`config.mk`:
```
export PLATFORM = sky130hd
export DESIGN_NAME = rcd_clock_divider
export DESIGN_NICKNAME = d
export VERILOG_FILES = /design/src/rtl/rcd_pkg.sv /design/src/rtl/rcd_clock_divider.sv
export SDC_FILE = /design/constraint.sdc
export NUM_CORES = 1
export LEC_CHECK = 0
export BUFFER_PORTS_ARGS = -buffer_cell sky130_fd_sc_hd__clkbuf_2
export CORE_MARGIN = 2
export CORE_UTILIZATION = 35
export CTS_BUF_LIST = sky130_fd_sc_hd__clkbuf_2
export CTS_CLUSTER_SIZE = 8
export DETAILED_ROUTE_END_ITERATION = 12
export GPL_TIMING_DRIVEN = 0
export PLACE_DENSITY = 0.59
export SYNTH_ARGS = -nofsm -noshare
export SYNTH_HDL_FRONTEND = slang
export SYNTH_SLANG_ARGS = --single-unit
```
`constraint.sdc`:
```
create_clock -name CLK -period 7.3 [get_ports CLK]
set_input_delay 0.73 -clock CLK [delete_from_list [all_inputs] [get_ports CLK]]
set_output_delay 0.73 -clock CLK [all_outputs]
set_load 0.02 [all_outputs]
```
`src/rtl/rcd_pkg.sv`:
```
// Package for the calendar clock divider and write lock.
// Assumes a 16-bit register port with byte addresses and one system clock.
package rcd_pkg;

  // ********************************
  // Register offsets
  // ********************************
  localparam logic [7:0] OFS_CTRL1L = 8'h00;
  localparam logic [7:0] OFS_CTRL2L = 8'h04;
  localparam logic [7:0] OFS_CTRL2H = 8'h08;
  localparam logic [7:0] OFS_KEY = 8'h0C;
  localparam logic [7:0] OFS_TIME = 8'h10;
  localparam logic [7:0] OFS_DATE = 8'h14;
  localparam logic [7:0] OFS_ALM_TIME = 8'h18;
  localparam logic [7:0] OFS_ALM_DATE = 8'h1C;
  localparam logic [7:0] OFS_STATUS = 8'h20;
  localparam logic [7:0] OFS_PWC = 8'h24;

  // ********************************
  // Field positions
  // ********************************
  localparam int BIT_EN = 15;
  localparam int BIT_LOCK = 11;
  localparam int FD_HI = 15;
  localparam int FD_LO = 11;
  localparam int PS_HI = 5;
  localparam int PS_LO = 4;
  localparam int CS_HI = 1;
  localparam int CS_LO = 0;

  // ********************************
  // Codes and reset values
  // ********************************
  localparam logic [7:0] KEY_FIRST = 8'h55;
  localparam logic [7:0] KEY_SECOND = 8'hAA;
  localparam logic [1:0] SRC_SEC_OSC = 2'h0;
  localparam logic [1:0] SRC_RC = 2'h1;
  localparam logic [1:0] SRC_LINE = 2'h2;
  localparam logic [1:0] SRC_SYS = 2'h3;
  localparam logic [15:0] RST_DIV = 16'h0000;
  localparam logic [15:0] RST_WORD = 16'h0000;

  // Last prescaler count for each ratio
  localparam logic [7:0] PS_LAST_1 = 8'h00;
  localparam logic [7:0] PS_LAST_16 = 8'h0F;
  localparam logic [7:0] PS_LAST_64 = 8'h3F;
  localparam logic [7:0] PS_LAST_256 = 8'hFF;

  typedef enum logic [2:0] {
    KEY_IDLE = 3'h1,
    KEY_HALF = 3'h2,
    KEY_OPEN = 3'h4
  } rcd_key_t;

  typedef struct packed {
    logic [7:0] addr;
    logic [15:0] wdata;
    logic wr;
    logic rd;
  } rcd_bus_t;

  typedef struct packed {
    logic en;
    logic lock;
    logic [1:0] clksel;
    logic [1:0] ps;
    logic [4:0] fdiv;
    logic [15:0] div;
    logic [15:0] time_v;
    logic [15:0] date_v;
    logic [15:0] alm_time;
    logic [15:0] alm_date;
    logic [15:0] pwc;
    rcd_key_t key;
    logic src_prev;
    logic [7:0] pre_cnt;
    logic [15:0] div_cnt;
    logic [4:0] hs_idx;
    logic skip;
    logic half_phase;
    logic half_tick;
    logic sec_tick;
    logic [15:0] rdata;
  } rcd_state_t;

  function automatic logic [7:0] rcd_ps_last(input logic [1:0] ps);
    case (ps)
      2'h1: rcd_ps_last = PS_LAST_16;
      2'h2: rcd_ps_last = PS_LAST_64;
      2'h3: rcd_ps_last = PS_LAST_256;
      default: rcd_ps_last = PS_LAST_1;
    endcase
  endfunction

endpackage

```
`src/rtl/rcd_clock_divider.sv`:
```
// Clock source select, prescaler, coarse and fine divider, and write lock.
// Assumes source levels synchronous to CLK and a single-master register port.
//
// Chosen here: the placing of the registers and the address-and-strobe port.
`timescale 1ns/1ps

// Contract
// - Source select 00 secondary osc, 01 RC osc, 10 powerline, 11 system clock.
// - Prescaler passes selected source through or divides it by 16, 64 or 256.
// - Sixteen-bit counter divides prescaled clock by coarse value plus one.
// - Divider delivers half-second and one-second ticks.
// - Fine value zero means coarse division only.
// - Nonzero fine value removes that many pulses per 32 half-seconds.
// - Larger fine value lengthens the divider period.
// - Each fine unit adds one thirty-second count to the divisor.
// - Every reset clears the write lock.
// - Lock discards writes to enable, control two and time/date.
// - Alarm and power control writes ignore the lock.
// - Lock clears only right after key writes 55 then AA.
// - Unlocked lock bit is set by a plain write.
// - Time, date and alarm registers are directly addressable.
module rcd_clock_divider (
  input wire logic CLK,
  input wire logic RST,
  input wire logic [7:0] ADDR,
  input wire logic [15:0] WDATA,
  input wire logic WR,
  input wire logic RD,
  output logic [15:0] RDATA,
  input wire logic SEC_OSC,
  input wire logic RC_OSC,
  input wire logic LINE_CLK,
  output logic HALF_TICK,
  output logic SECOND_TICK,
  output logic UNIT_EN,
  output logic LOCKED
);

  rcd_pkg::rcd_state_t s;
  rcd_pkg::rcd_state_t next_s;
  rcd_pkg::rcd_bus_t bus;
  logic src_lvl;
  logic src_edge;
  logic pre_pulse;
  logic half_evt;

  assign bus = '{addr: ADDR, wdata: WDATA, wr: WR, rd: RD};

  // ********************************
  // Source selection
  // ********************************
  always_comb begin
    case (s.clksel)
      rcd_pkg::SRC_SEC_OSC: src_lvl = SEC_OSC;
      rcd_pkg::SRC_RC: src_lvl = RC_OSC;
      rcd_pkg::SRC_LINE: src_lvl = LINE_CLK;
      default: src_lvl = 1'b1;
    endcase
    src_edge = (s.clksel == rcd_pkg::SRC_SYS) ? 1'b1 : (src_lvl & ~s.src_prev);
  end

  // ********************************
  // Next state
  // ********************************
  always_comb begin
    next_s = s;
    next_s.half_tick = 1'b0;
    next_s.sec_tick = 1'b0;
    next_s.rdata = rcd_pkg::RST_WORD;
    next_s.src_prev = src_lvl;
    pre_pulse = 1'b0;
    half_evt = 1'b0;
    if (s.key == rcd_pkg::KEY_OPEN) begin
      next_s.key = rcd_pkg::KEY_IDLE;
    end

    // Key sequence tracking
    if (bus.wr) begin
      if (bus.addr == rcd_pkg::OFS_KEY) begin
        if (bus.wdata[7:0] == rcd_pkg::KEY_FIRST) begin
          next_s.key = rcd_pkg::KEY_HALF;
        end else if (s.key == rcd_pkg::KEY_HALF && bus.wdata[7:0] == rcd_pkg::KEY_SECOND) begin
          next_s.key = rcd_pkg::KEY_OPEN;
        end else begin
          next_s.key = rcd_pkg::KEY_IDLE;
        end
      end else begin
        next_s.key = rcd_pkg::KEY_IDLE;
      end
    end

    // Register writes
    if (bus.wr) begin
      case (bus.addr)
        rcd_pkg::OFS_CTRL1L: begin
          if (!s.lock) begin
            next_s.en = bus.wdata[rcd_pkg::BIT_EN];
            next_s.lock = bus.wdata[rcd_pkg::BIT_LOCK];
          end else if (s.key == rcd_pkg::KEY_OPEN && !bus.wdata[rcd_pkg::BIT_LOCK]) begin
            next_s.lock = 1'b0;
          end
        end
        rcd_pkg::OFS_CTRL2L: begin
          if (!s.lock) begin
            next_s.fdiv = bus.wdata[rcd_pkg::FD_HI:rcd_pkg::FD_LO];
            next_s.ps = bus.wdata[rcd_pkg::PS_HI:rcd_pkg::PS_LO];
            next_s.clksel = bus.wdata[rcd_pkg::CS_HI:rcd_pkg::CS_LO];
          end
        end
        rcd_pkg::OFS_CTRL2H: begin
          if (!s.lock) begin
            next_s.div = bus.wdata;
          end
        end
        rcd_pkg::OFS_TIME: begin
          if (!s.lock) begin
            next_s.time_v = bus.wdata;
          end
        end
        rcd_pkg::OFS_DATE: begin
          if (!s.lock) begin
            next_s.date_v = bus.wdata;
          end
        end
        rcd_pkg::OFS_ALM_TIME: next_s.alm_time = bus.wdata;
        rcd_pkg::OFS_ALM_DATE: next_s.alm_date = bus.wdata;
        rcd_pkg::OFS_PWC: next_s.pwc = bus.wdata;
        default: next_s.pwc = s.pwc;
      endcase
    end

    // Register reads
    if (bus.rd) begin
      case (bus.addr)
        rcd_pkg::OFS_CTRL1L: begin
          next_s.rdata[rcd_pkg::BIT_EN] = s.en;
          next_s.rdata[rcd_pkg::BIT_LOCK] = s.lock;
        end
        rcd_pkg::OFS_CTRL2L: begin
          next_s.rdata[rcd_pkg::FD_HI:rcd_pkg::FD_LO] = s.fdiv;
          next_s.rdata[rcd_pkg::PS_HI:rcd_pkg::PS_LO] = s.ps;
          next_s.rdata[rcd_pkg::CS_HI:rcd_pkg::CS_LO] = s.clksel;
        end
        rcd_pkg::OFS_CTRL2H: next_s.rdata = s.div;
        rcd_pkg::OFS_TIME: next_s.rdata = s.time_v;
        rcd_pkg::OFS_DATE: next_s.rdata = s.date_v;
        rcd_pkg::OFS_ALM_TIME: next_s.rdata = s.alm_time;
        rcd_pkg::OFS_ALM_DATE: next_s.rdata = s.alm_date;
        rcd_pkg::OFS_PWC: next_s.rdata = s.pwc;
        rcd_pkg::OFS_STATUS: next_s.rdata = {9'h000, s.half_phase, s.skip, s.hs_idx};
        default: next_s.rdata = rcd_pkg::RST_WORD;
      endcase
    end

    // ********************************
    // Divider chain
    // ********************************
    if (s.en) begin
      if (src_edge) begin
        if (s.pre_cnt == rcd_pkg::rcd_ps_last(s.ps)) begin
          next_s.pre_cnt = 8'h00;
          pre_pulse = 1'b1;
        end else begin
          next_s.pre_cnt = 8'(s.pre_cnt + 8'h01);
        end
      end
      if (pre_pulse) begin
        if (s.skip) begin
          next_s.skip = 1'b0;
        end else if (s.div_cnt == s.div) begin
          half_evt = 1'b1;
          next_s.div_cnt = rcd_pkg::RST_DIV;
        end else begin
          next_s.div_cnt = 16'(s.div_cnt + 16'h0001);
        end
      end
      if (half_evt) begin
        next_s.half_tick = 1'b1;
        next_s.sec_tick = s.half_phase;
        next_s.half_phase = ~s.half_phase;
        next_s.hs_idx = 5'(s.hs_idx + 5'h01);
        next_s.skip = (s.hs_idx < s.fdiv);
      end
    end else begin
      next_s.pre_cnt = 8'h00;
      next_s.div_cnt = rcd_pkg::RST_DIV;
      next_s.hs_idx = 5'h00;
      next_s.skip = 1'b0;
      next_s.half_phase = 1'b0;
    end
  end

  // ********************************
  // State register
  // ********************************
  always_ff @(posedge CLK or posedge RST) begin
    if (RST) begin
      s <= '{en: 1'b0, lock: 1'b0, clksel: rcd_pkg::SRC_SEC_OSC, ps: 2'h0, fdiv: 5'h00,
             div: rcd_pkg::RST_DIV, time_v: rcd_pkg::RST_WORD, date_v: rcd_pkg::RST_WORD,
             alm_time: rcd_pkg::RST_WORD, alm_date: rcd_pkg::RST_WORD,
             pwc: rcd_pkg::RST_WORD, key: rcd_pkg::KEY_IDLE, src_prev: 1'b0,
             pre_cnt: 8'h00, div_cnt: rcd_pkg::RST_DIV, hs_idx: 5'h00, skip: 1'b0,
             half_phase: 1'b0, half_tick: 1'b0, sec_tick: 1'b0,
             rdata: rcd_pkg::RST_WORD};
    end else begin
      s <= next_s;
    end
  end

  assign RDATA = s.rdata;
  assign HALF_TICK = s.half_tick;
  assign SECOND_TICK = s.sec_tick;
  assign UNIT_EN = s.en;
  assign LOCKED = s.lock;
endmodule

```
==> impl_results.md, run 1 <==
- Syn-to-layout area delta: 10.37%
- FMAX: 373.4 MHz
- Crit path DAT: 3.36 ns
- Slew headroom: 19.83%
- Setup tns final: 0 ns
- PortBufs: 46
- Buf/Inv on CP: 1
- Sequential-to-total area share from yosys stat: 50.54%
- Startpoint types: primary input
- Final hold vios: 0
- Post-Layout Inst Area: 8747 um^2
- Via count: 5,820
- CP max stage cell: a2111oi_0
- Vias in the first global route: 5,765
- Die Y: 154.5 um
- Cts bufs inserted: 17
- Total chip power: 1.513 mW
- Async SR Flop Fraction: 100.0%
- Max_cap viols: 0
- Predominant post-synthesis flop cell: dfrtp_1
- Pre-antenna DRT Iters: 6
- Cell Chain, Critical Path: buf_2, nor2b_1, nand2_1, a2111oi_0, o21ai_0, a31oi_1
- Initial DRC Count: 620
- CTS tree: built
- H-tree Lvls: 4
- ANT nets after route: 0
- Initial antenna violation count: 1
- Share of cells above drive strength 1: 32.00%
- Post-DP HPWL: 14.68 mm
- Netlist cell types: 74
- Gr ovfl total: 0
- Post-synth net total: 710
- Min-Delay Path Class: primary input to flop
- Worst-path clk slew: 0.22 ns
- Syn avg cell area: 11.79 um^2
- PD cells: 173.0 nW/um^2
- Leakage power: 3.906 nW
- Max Slew Vio Count: 0
- Pin count of the biggest net entering global routing: 86
- DRC: 0
- Unrepaired setup endpoints after global routing: false
- Core outline area: 22,430 um^2
- Mapped Area: 7925 um^2
- Max stage delay on crit path: 1.04 ns
- Post-synth EDFFs: 0
- Mapped Cells: 672
- Worst-Margin Slew: 1.172 ns
- Most common cell after layout, fill and taps aside: dfrtp_1
- Cell family with most CP delay: compound AO/OA/AOI/OAI gates
- CTS root buf: clkbuf_2
- Fill cells: 2,245
- Seq cells post-synth: 160
- Critical path peak fanout: 10
- Register Area: 4005 um^2
- Std cell rows: 55
- Final net count: 777
- Ports: 51
- Outcome: finished clean
- Warnings, synthesis: 0
- GR Util All Layers: 18.65%
- Initial Util: 35.33%
- Footprint of the multi-input gates: 3591 um^2
- Clock Path Buffers: 2
- Routed length per placed instance: 20.40 um
- Post-CTS Resized: 0
- Vias/cell: 5.618
- Area of the die: 23,860 um^2
- Crit path kind: primary input to flop
- Fin crit period: 2.678 ns
- RePlAce Congestion: 0.8317
- First-pass GRT wire length: 34.15 mm
- Req. time, crit path: 7.98 ns
- Tcrit/Tclk final: 36.68%
- Worst Setup End Kind: flop
- Die width: 154.5 um
- Most frequent cells in the layout: dfrtp_1, mux2_2, clkbuf_2
- Clock sink total: 160
- Final setup violation count: 0
- Maximum VDD drop: 0.08830 mV
- Clock Latency Late Sink: 0.77 ns
- Final WL: 21.13 mm
- Final setup skew: 0.03927 ns
- Area post-placement: 8547 um^2
==> kinds of logic after synthesis <==
| logic type | after synthesis | synth area share [%] |
|---|---|---|
| DFF | 160 | 50.54 |
| AOI/OAI and AO/OA | 136 | 13.31 |
| buffers and inverters | 65 | 4.152 |
| adders and majority gates | 7 | 1.105 |
| xor gates and xnor gates | 22 | 2.431 |
| muxes | 116 | 16.85 |
| and+or+nand+nor | 166 | 11.62 |
==> power by group <==
| part | total, mW | switching [mW] | internal [mW] |
|---|---|---|---|
| logic | 0.142 | 0.0870 | 0.0546 |
| clock network | 0.433 | 0.317 | 0.116 |
| registers | 0.938 | 0.0220 | 0.916 |
==> through the flow <==
| step | setup WS (ns) | util, % | std cells | hold WS, ns |
|---|---|---|---|---|
| floorplan | 2.252 | - | 672 | 0.4737 |
| global placement | 0.1716 | 37.94 | 1003 | 0.4833 |
| detailed placement | 3.848 | 38.10 | 1004 | 0.4914 |
| CTS | 4.657 | 38.98 | 1035 | 0.2164 |
| global route | 4.605 | 38.99 | 1036 | 0.1983 |
| finish | 4.622 | 38.99 | 1036 | 0.2498 |
==> per-layer routing <==
metal	track usage [%]	vias to the layer above	wire length [um]
met1	26.77	3001	10030
met3	2.970	29	791
met2	29.04	139	9882
met5	0	-	0
met4	5.864	0	429
li1	-	2651	-
==> layout make-up <==
class / instances / share of cell area, %
flip-flops and latches: 160 / 45.79
clock inverters: 12 / 1.116
diodes: 1 / 0.02861
multi-input cells: 447 / 41.05
inverters: 19 / 0.9012
plain buffers: 46 / 2.947
clock buffers: 18 / 1.030
well taps: 285 / 4.077
repair buffers: 48 / 3.061
==> synth_stat cells, drive strengths merged (2+ instances only) <==
master	number	area share (%)
or2	7	0.55
inv	18	0.85
o2bb2ai	2	0.22
mux2	109	16
dfrtp	159	50
a31oi	13	1.0
ha	7	1.1
o311a	2	0.25
and2	2	0.16
nand3	18	1.1
o21a	2	0.19
a211oi	2	0.19
or3	4	0.32
o2111ai	5	0.55
o221ai	2	0.22
a222oi	15	1.9
nor2b	4	0.32
nor4b	3	0.71
a221oi	6	0.66
a21oi	14	0.88
nand2	46	2.4
and3	2	0.16
o22ai	2	0.16
o21ai	11	0.69
o41ai	2	0.32
mux2i	7	0.88
a2bb2oi	3	0.33
nor4	8	0.63
a22oi	20	1.9
a21o	2	0.19
a32o	2	0.25
nor3	8	0.71
or4	4	0.43
nand4	10	0.79
buf	31	2.5
a311oi	3	0.33
nor2	35	2.0
xnor2	21	2.3
o311ai	2	0.22
o221a	4	0.57
clkbuf	15	0.71
o211ai	14	1.3
nand2b	10	0.79
==> state kept, by name, indices dropped and copies added (netlist names) <==
signal,flops
s,140
RDATA,16
HALF_TICK,1
LOCKED,1
SECOND_TICK,1
UNIT_EN,1
==> path summary, 6_finish.rpt <==
path	end	cells past startpoint	start	slack, ns
setup / recovery	RDATA[5]	6	ADDR[3]	4.62
min in group asynchronous	s[123]	3	RST	0.55
hold reg to reg	s[94]	1	s[94]	0.53
hold / removal	s[49]	3	LINE_CLK	0.25
max in group asynchronous	RDATA[12]	4	RST	5.92
setup reg to reg	s[40]	5	s[156]	4.93
==> worst reg2reg max path, stage by stage, from the launching register on <==
cell and delay [ns]:
dfrtp_1 0.52, nor2b_1 0.25, a2bb2oi_1 0.16, a21oi_1 0.43, nand4_1 0.45, o311ai_0 0.48
==> what timing repair did <==
action / in CTS / in global routing
hold buffers: 1 / 0
hold endpoints to repair: 1 / 0
setup buffers: 0 / 0
endpoints found under the setup margin: 0 / 0
(Power assumes the default switching activity.)
==> inputs of run 2 (changes only) <==
Clock period 7.3 ns to 2.55 ns, I/O delays scaled along.
==> run 2 against run 1 <==
  * Clock power increased to 3.1 times the previous value
  * Register-to-register slack worse by 4.8 ns
  * Sequential power rose to 2.9 times the previous value
  * Final area grew 4.1%
  * Routed wire length rose by 0.84%
  * Global-route usage fell by 0.10 points
  * Clock skew increased by 0.0072 ns
  * Sequential cell count stayed put
==> impl_results.md, run 2 (synthesized netlist as in run 1, its figures left out) <==
- Outcome: finished clean
- Initial Util: 35.33% (unchanged)
- R2r worst-path depth: 6 (+1)
- Final setup violation count: 0 (unchanged)
- M2 GR Usage: 30.27% (+1.2 points)
- Final WL: 21.31 mm (+0.84%)
- Worst Setup SP: s[47]
- Crit path DAT: 3.09 ns (-0.27 ns)
- Maximum VDD drop: 0.2902 mV (+230%)
- FMAX: 417.0 MHz
- Reg with most FFs: s
- CTS root buf: clkbuf_2
- Leakage power: 4.053 nW (+3.8%)
- Tcrit/Tclk final: 94.04%
- Endpoint of the worst register-to-register path: s[22]
- RePlAce Congestion: 0.8539 (+2.7%)
- Post-DP HPWL: 14.85 mm (+1.2%)
- Finished Layout Cells: 1,069 (+3.2%)
- Final net count: 807 (+3.9%)
- Max_cap viols: 0 (unchanged)
- Clock sink total: 160 (unchanged)
- Worst-path clk slew: 0.24 ns (+0.02 ns)
- GRT met1 Usage: 24.75% (-2.0 points)
- Setup tns final: 0 ns (unchanged)
- Post-Layout Inst Area: 9106 um^2 (+4.1%)
- Die Y: 154.5 um (unchanged)
- Ports: 51 (unchanged)
- Via count: 5,875 (+0.95%)
- First-pass GRT wire length: 34.04 mm (-0.33%)
- Placement Setup Slack: -0.3163 ns (-4.165 ns)
- Std cell rows: 55 (unchanged)
- Die width: 154.5 um (unchanged)
- WHS: 0.1807 ns (-0.06904 ns)
- Worst-Margin Slew: 1.263 ns (+0.09096 ns)
- Pin count of the biggest net entering global routing: 42 (-51%)
- Min-Delay Path Class: primary input to flop
- Slew headroom: 13.61% (-6.2 points)
- Critical path peak fanout: 10 (unchanged)
- Initial antenna violation count: 1 (unchanged)
- Clock Path Buffers: 2 (unchanged)
- Global-route met3 utilization: 4.119% (+1.1 points)
- Post-layout util: 40.59% (+1.6 points)
- Total chip power: 4.487 mW (+200%)
- Fin crit period: 2.398 ns
- Syn-to-layout area delta: 14.90%
- Startpoint types: flop
- Req. time, crit path: 3.24 ns (-4.74 ns)
- Initial DRC Count: 454 (-27%)
- Most common cell after layout, fill and taps aside: dfrtp_1
- Max Slew Vio Count: 0 (unchanged)
- Worst Setup End Kind: flop
- Crit path kind: flop to flop
- Unrepaired setup endpoints after global routing: true
- Max FFs per register: 140 (unchanged)
- Area of the die: 23,860 um^2 (unchanged)
- Core outline area: 22,430 um^2 (unchanged)
- PnR worst setup slack: 0.1519 ns (-4.470 ns)
- Area post-placement: 8596 um^2 (+0.57%)
- Share of cells above drive strength 1: 31.71% (-0.29 points)
- GR Util All Layers: 18.55% (-0.10 points)
- Clock Latency Late Sink: 0.75 ns (-0.02 ns)
- CTS tree: built
- PD cells: 492.7 nW/um^2 (+180%)
- Routed length per placed instance: 19.94 um (-2.3%)
- Worst R2R Setup Slack: 0.15 ns (-4.78 ns)
- Cts bufs inserted: 17 (unchanged)
- Final setup skew: 0.04651 ns (+0.007239 ns)
- DRC: 0 (unchanged)
- Cell Chain, Critical Path: or3_1, a21oi_1, o21bai_1, clkbuf_1, nor4_1, mux2i_1
- Pre-antenna DRT Iters: 5 (-1)
- CP max stage cell: dfrtp_1
- PortBufs: 46 (unchanged)
- Vias in the first global route: 6,048 (+4.9%)
- Placed insts: 1,007 (+0.30%)
- Crit path to: s[22]
- Most frequent cells in the layout: dfrtp_1, mux2_2, clkbuf_2
- Vias/cell: 5.496 (-2.2%)
- Busiest grt layer: met2
- Gr ovfl total: 0 (unchanged)
- Max stage delay on crit path: 0.50 ns (-0.54 ns)
- Final hold vios: 0 (unchanged)
- H-tree Lvls: 4 (unchanged)
- ANT nets after route: 0 (unchanged)
- Reg-to-reg critical path startpoint: s[47]
==> run 2: cell count changes in the layout (fill, tap and decap cells not counted), moves of 2 or more <==
| cell | before | now |
|---|---|---|
| nor4_2 | 0 | 2 |
| dlygate4sd3_1 | 1 | 26 |
| buf_4 | 17 | 19 |
| buf_12 | 0 | 4 |
| clkbuf_2 | 64 | 66 |
| clkinv_4 | 2 | 0 |
| nor4_1 | 8 | 6 |
==> run 2: area by class of cell <==
cell class / instances / area (um^2)
clock inverter: 12 / 117.6
sequential: 160 / 4005
timing repair buffer: 78 / 585.6
tap: 285 / 356.6
clock buffer: 20 / 100.1
fill: 2206 / 13330
multi-input combinational: 447 / 3603
buffer: 46 / 257.7
antenna: 2 / 5.005
inverter: 19 / 75.07
==> run 2: worst min path at each step <==
stage                     startpoint        end  slack, ns  cells past startpoint
after floorplan             WDATA[1]     s[134]       0.40                      1
after global placement         s[85]      s[85]       0.48                      1
after detailed placement         RST   RDATA[2]       0.27                      2
after CTS                   WDATA[0]      s[85]       0.01                      2
after global routing         ADDR[6]  RDATA[12]       0.10                      4
final                        ADDR[2]  RDATA[15]       0.18                      4
==> run 2: where the power goes <==
part,leakage (nW),switching [mW],total (mW),internal [mW]
registers,2.21,0.0622,2.69,2.62
clock network,0.133,0.906,1.35,0.448
logic,1.71,0.258,0.448,0.190
==> run 2: worst max-delay path, delay by kind of cell (launching register included) <==
| family | cells | cell delay [ns] |
|---|---|---|
| AO/OA/AOI/OAI | 2 | 0.52 |
| buffers and inverters | 1 | 0.31 |
| flip-flops | 1 | 0.50 |
| multiplexers | 1 | 0.24 |
| AND/OR/NAND/NOR | 2 | 0.77 |
==> run 2: metal layers <==
layer,wire length [um],share of wire [%],vias up
li1,-,-,2718
met1,9752,46,2982
met2,10120,47,144
met3,1024,4.8,31
met4,417,2.0,0
met5,0,0,-
==> run 2: timing repair <==
action | CTS | global route
hold endpoints to repair | 233 | 1
setup buffers | 0 | 2
endpoints found under the setup margin | 0 | 4
gates resized for setup | 0 | 2
hold buffers | 25 | 1
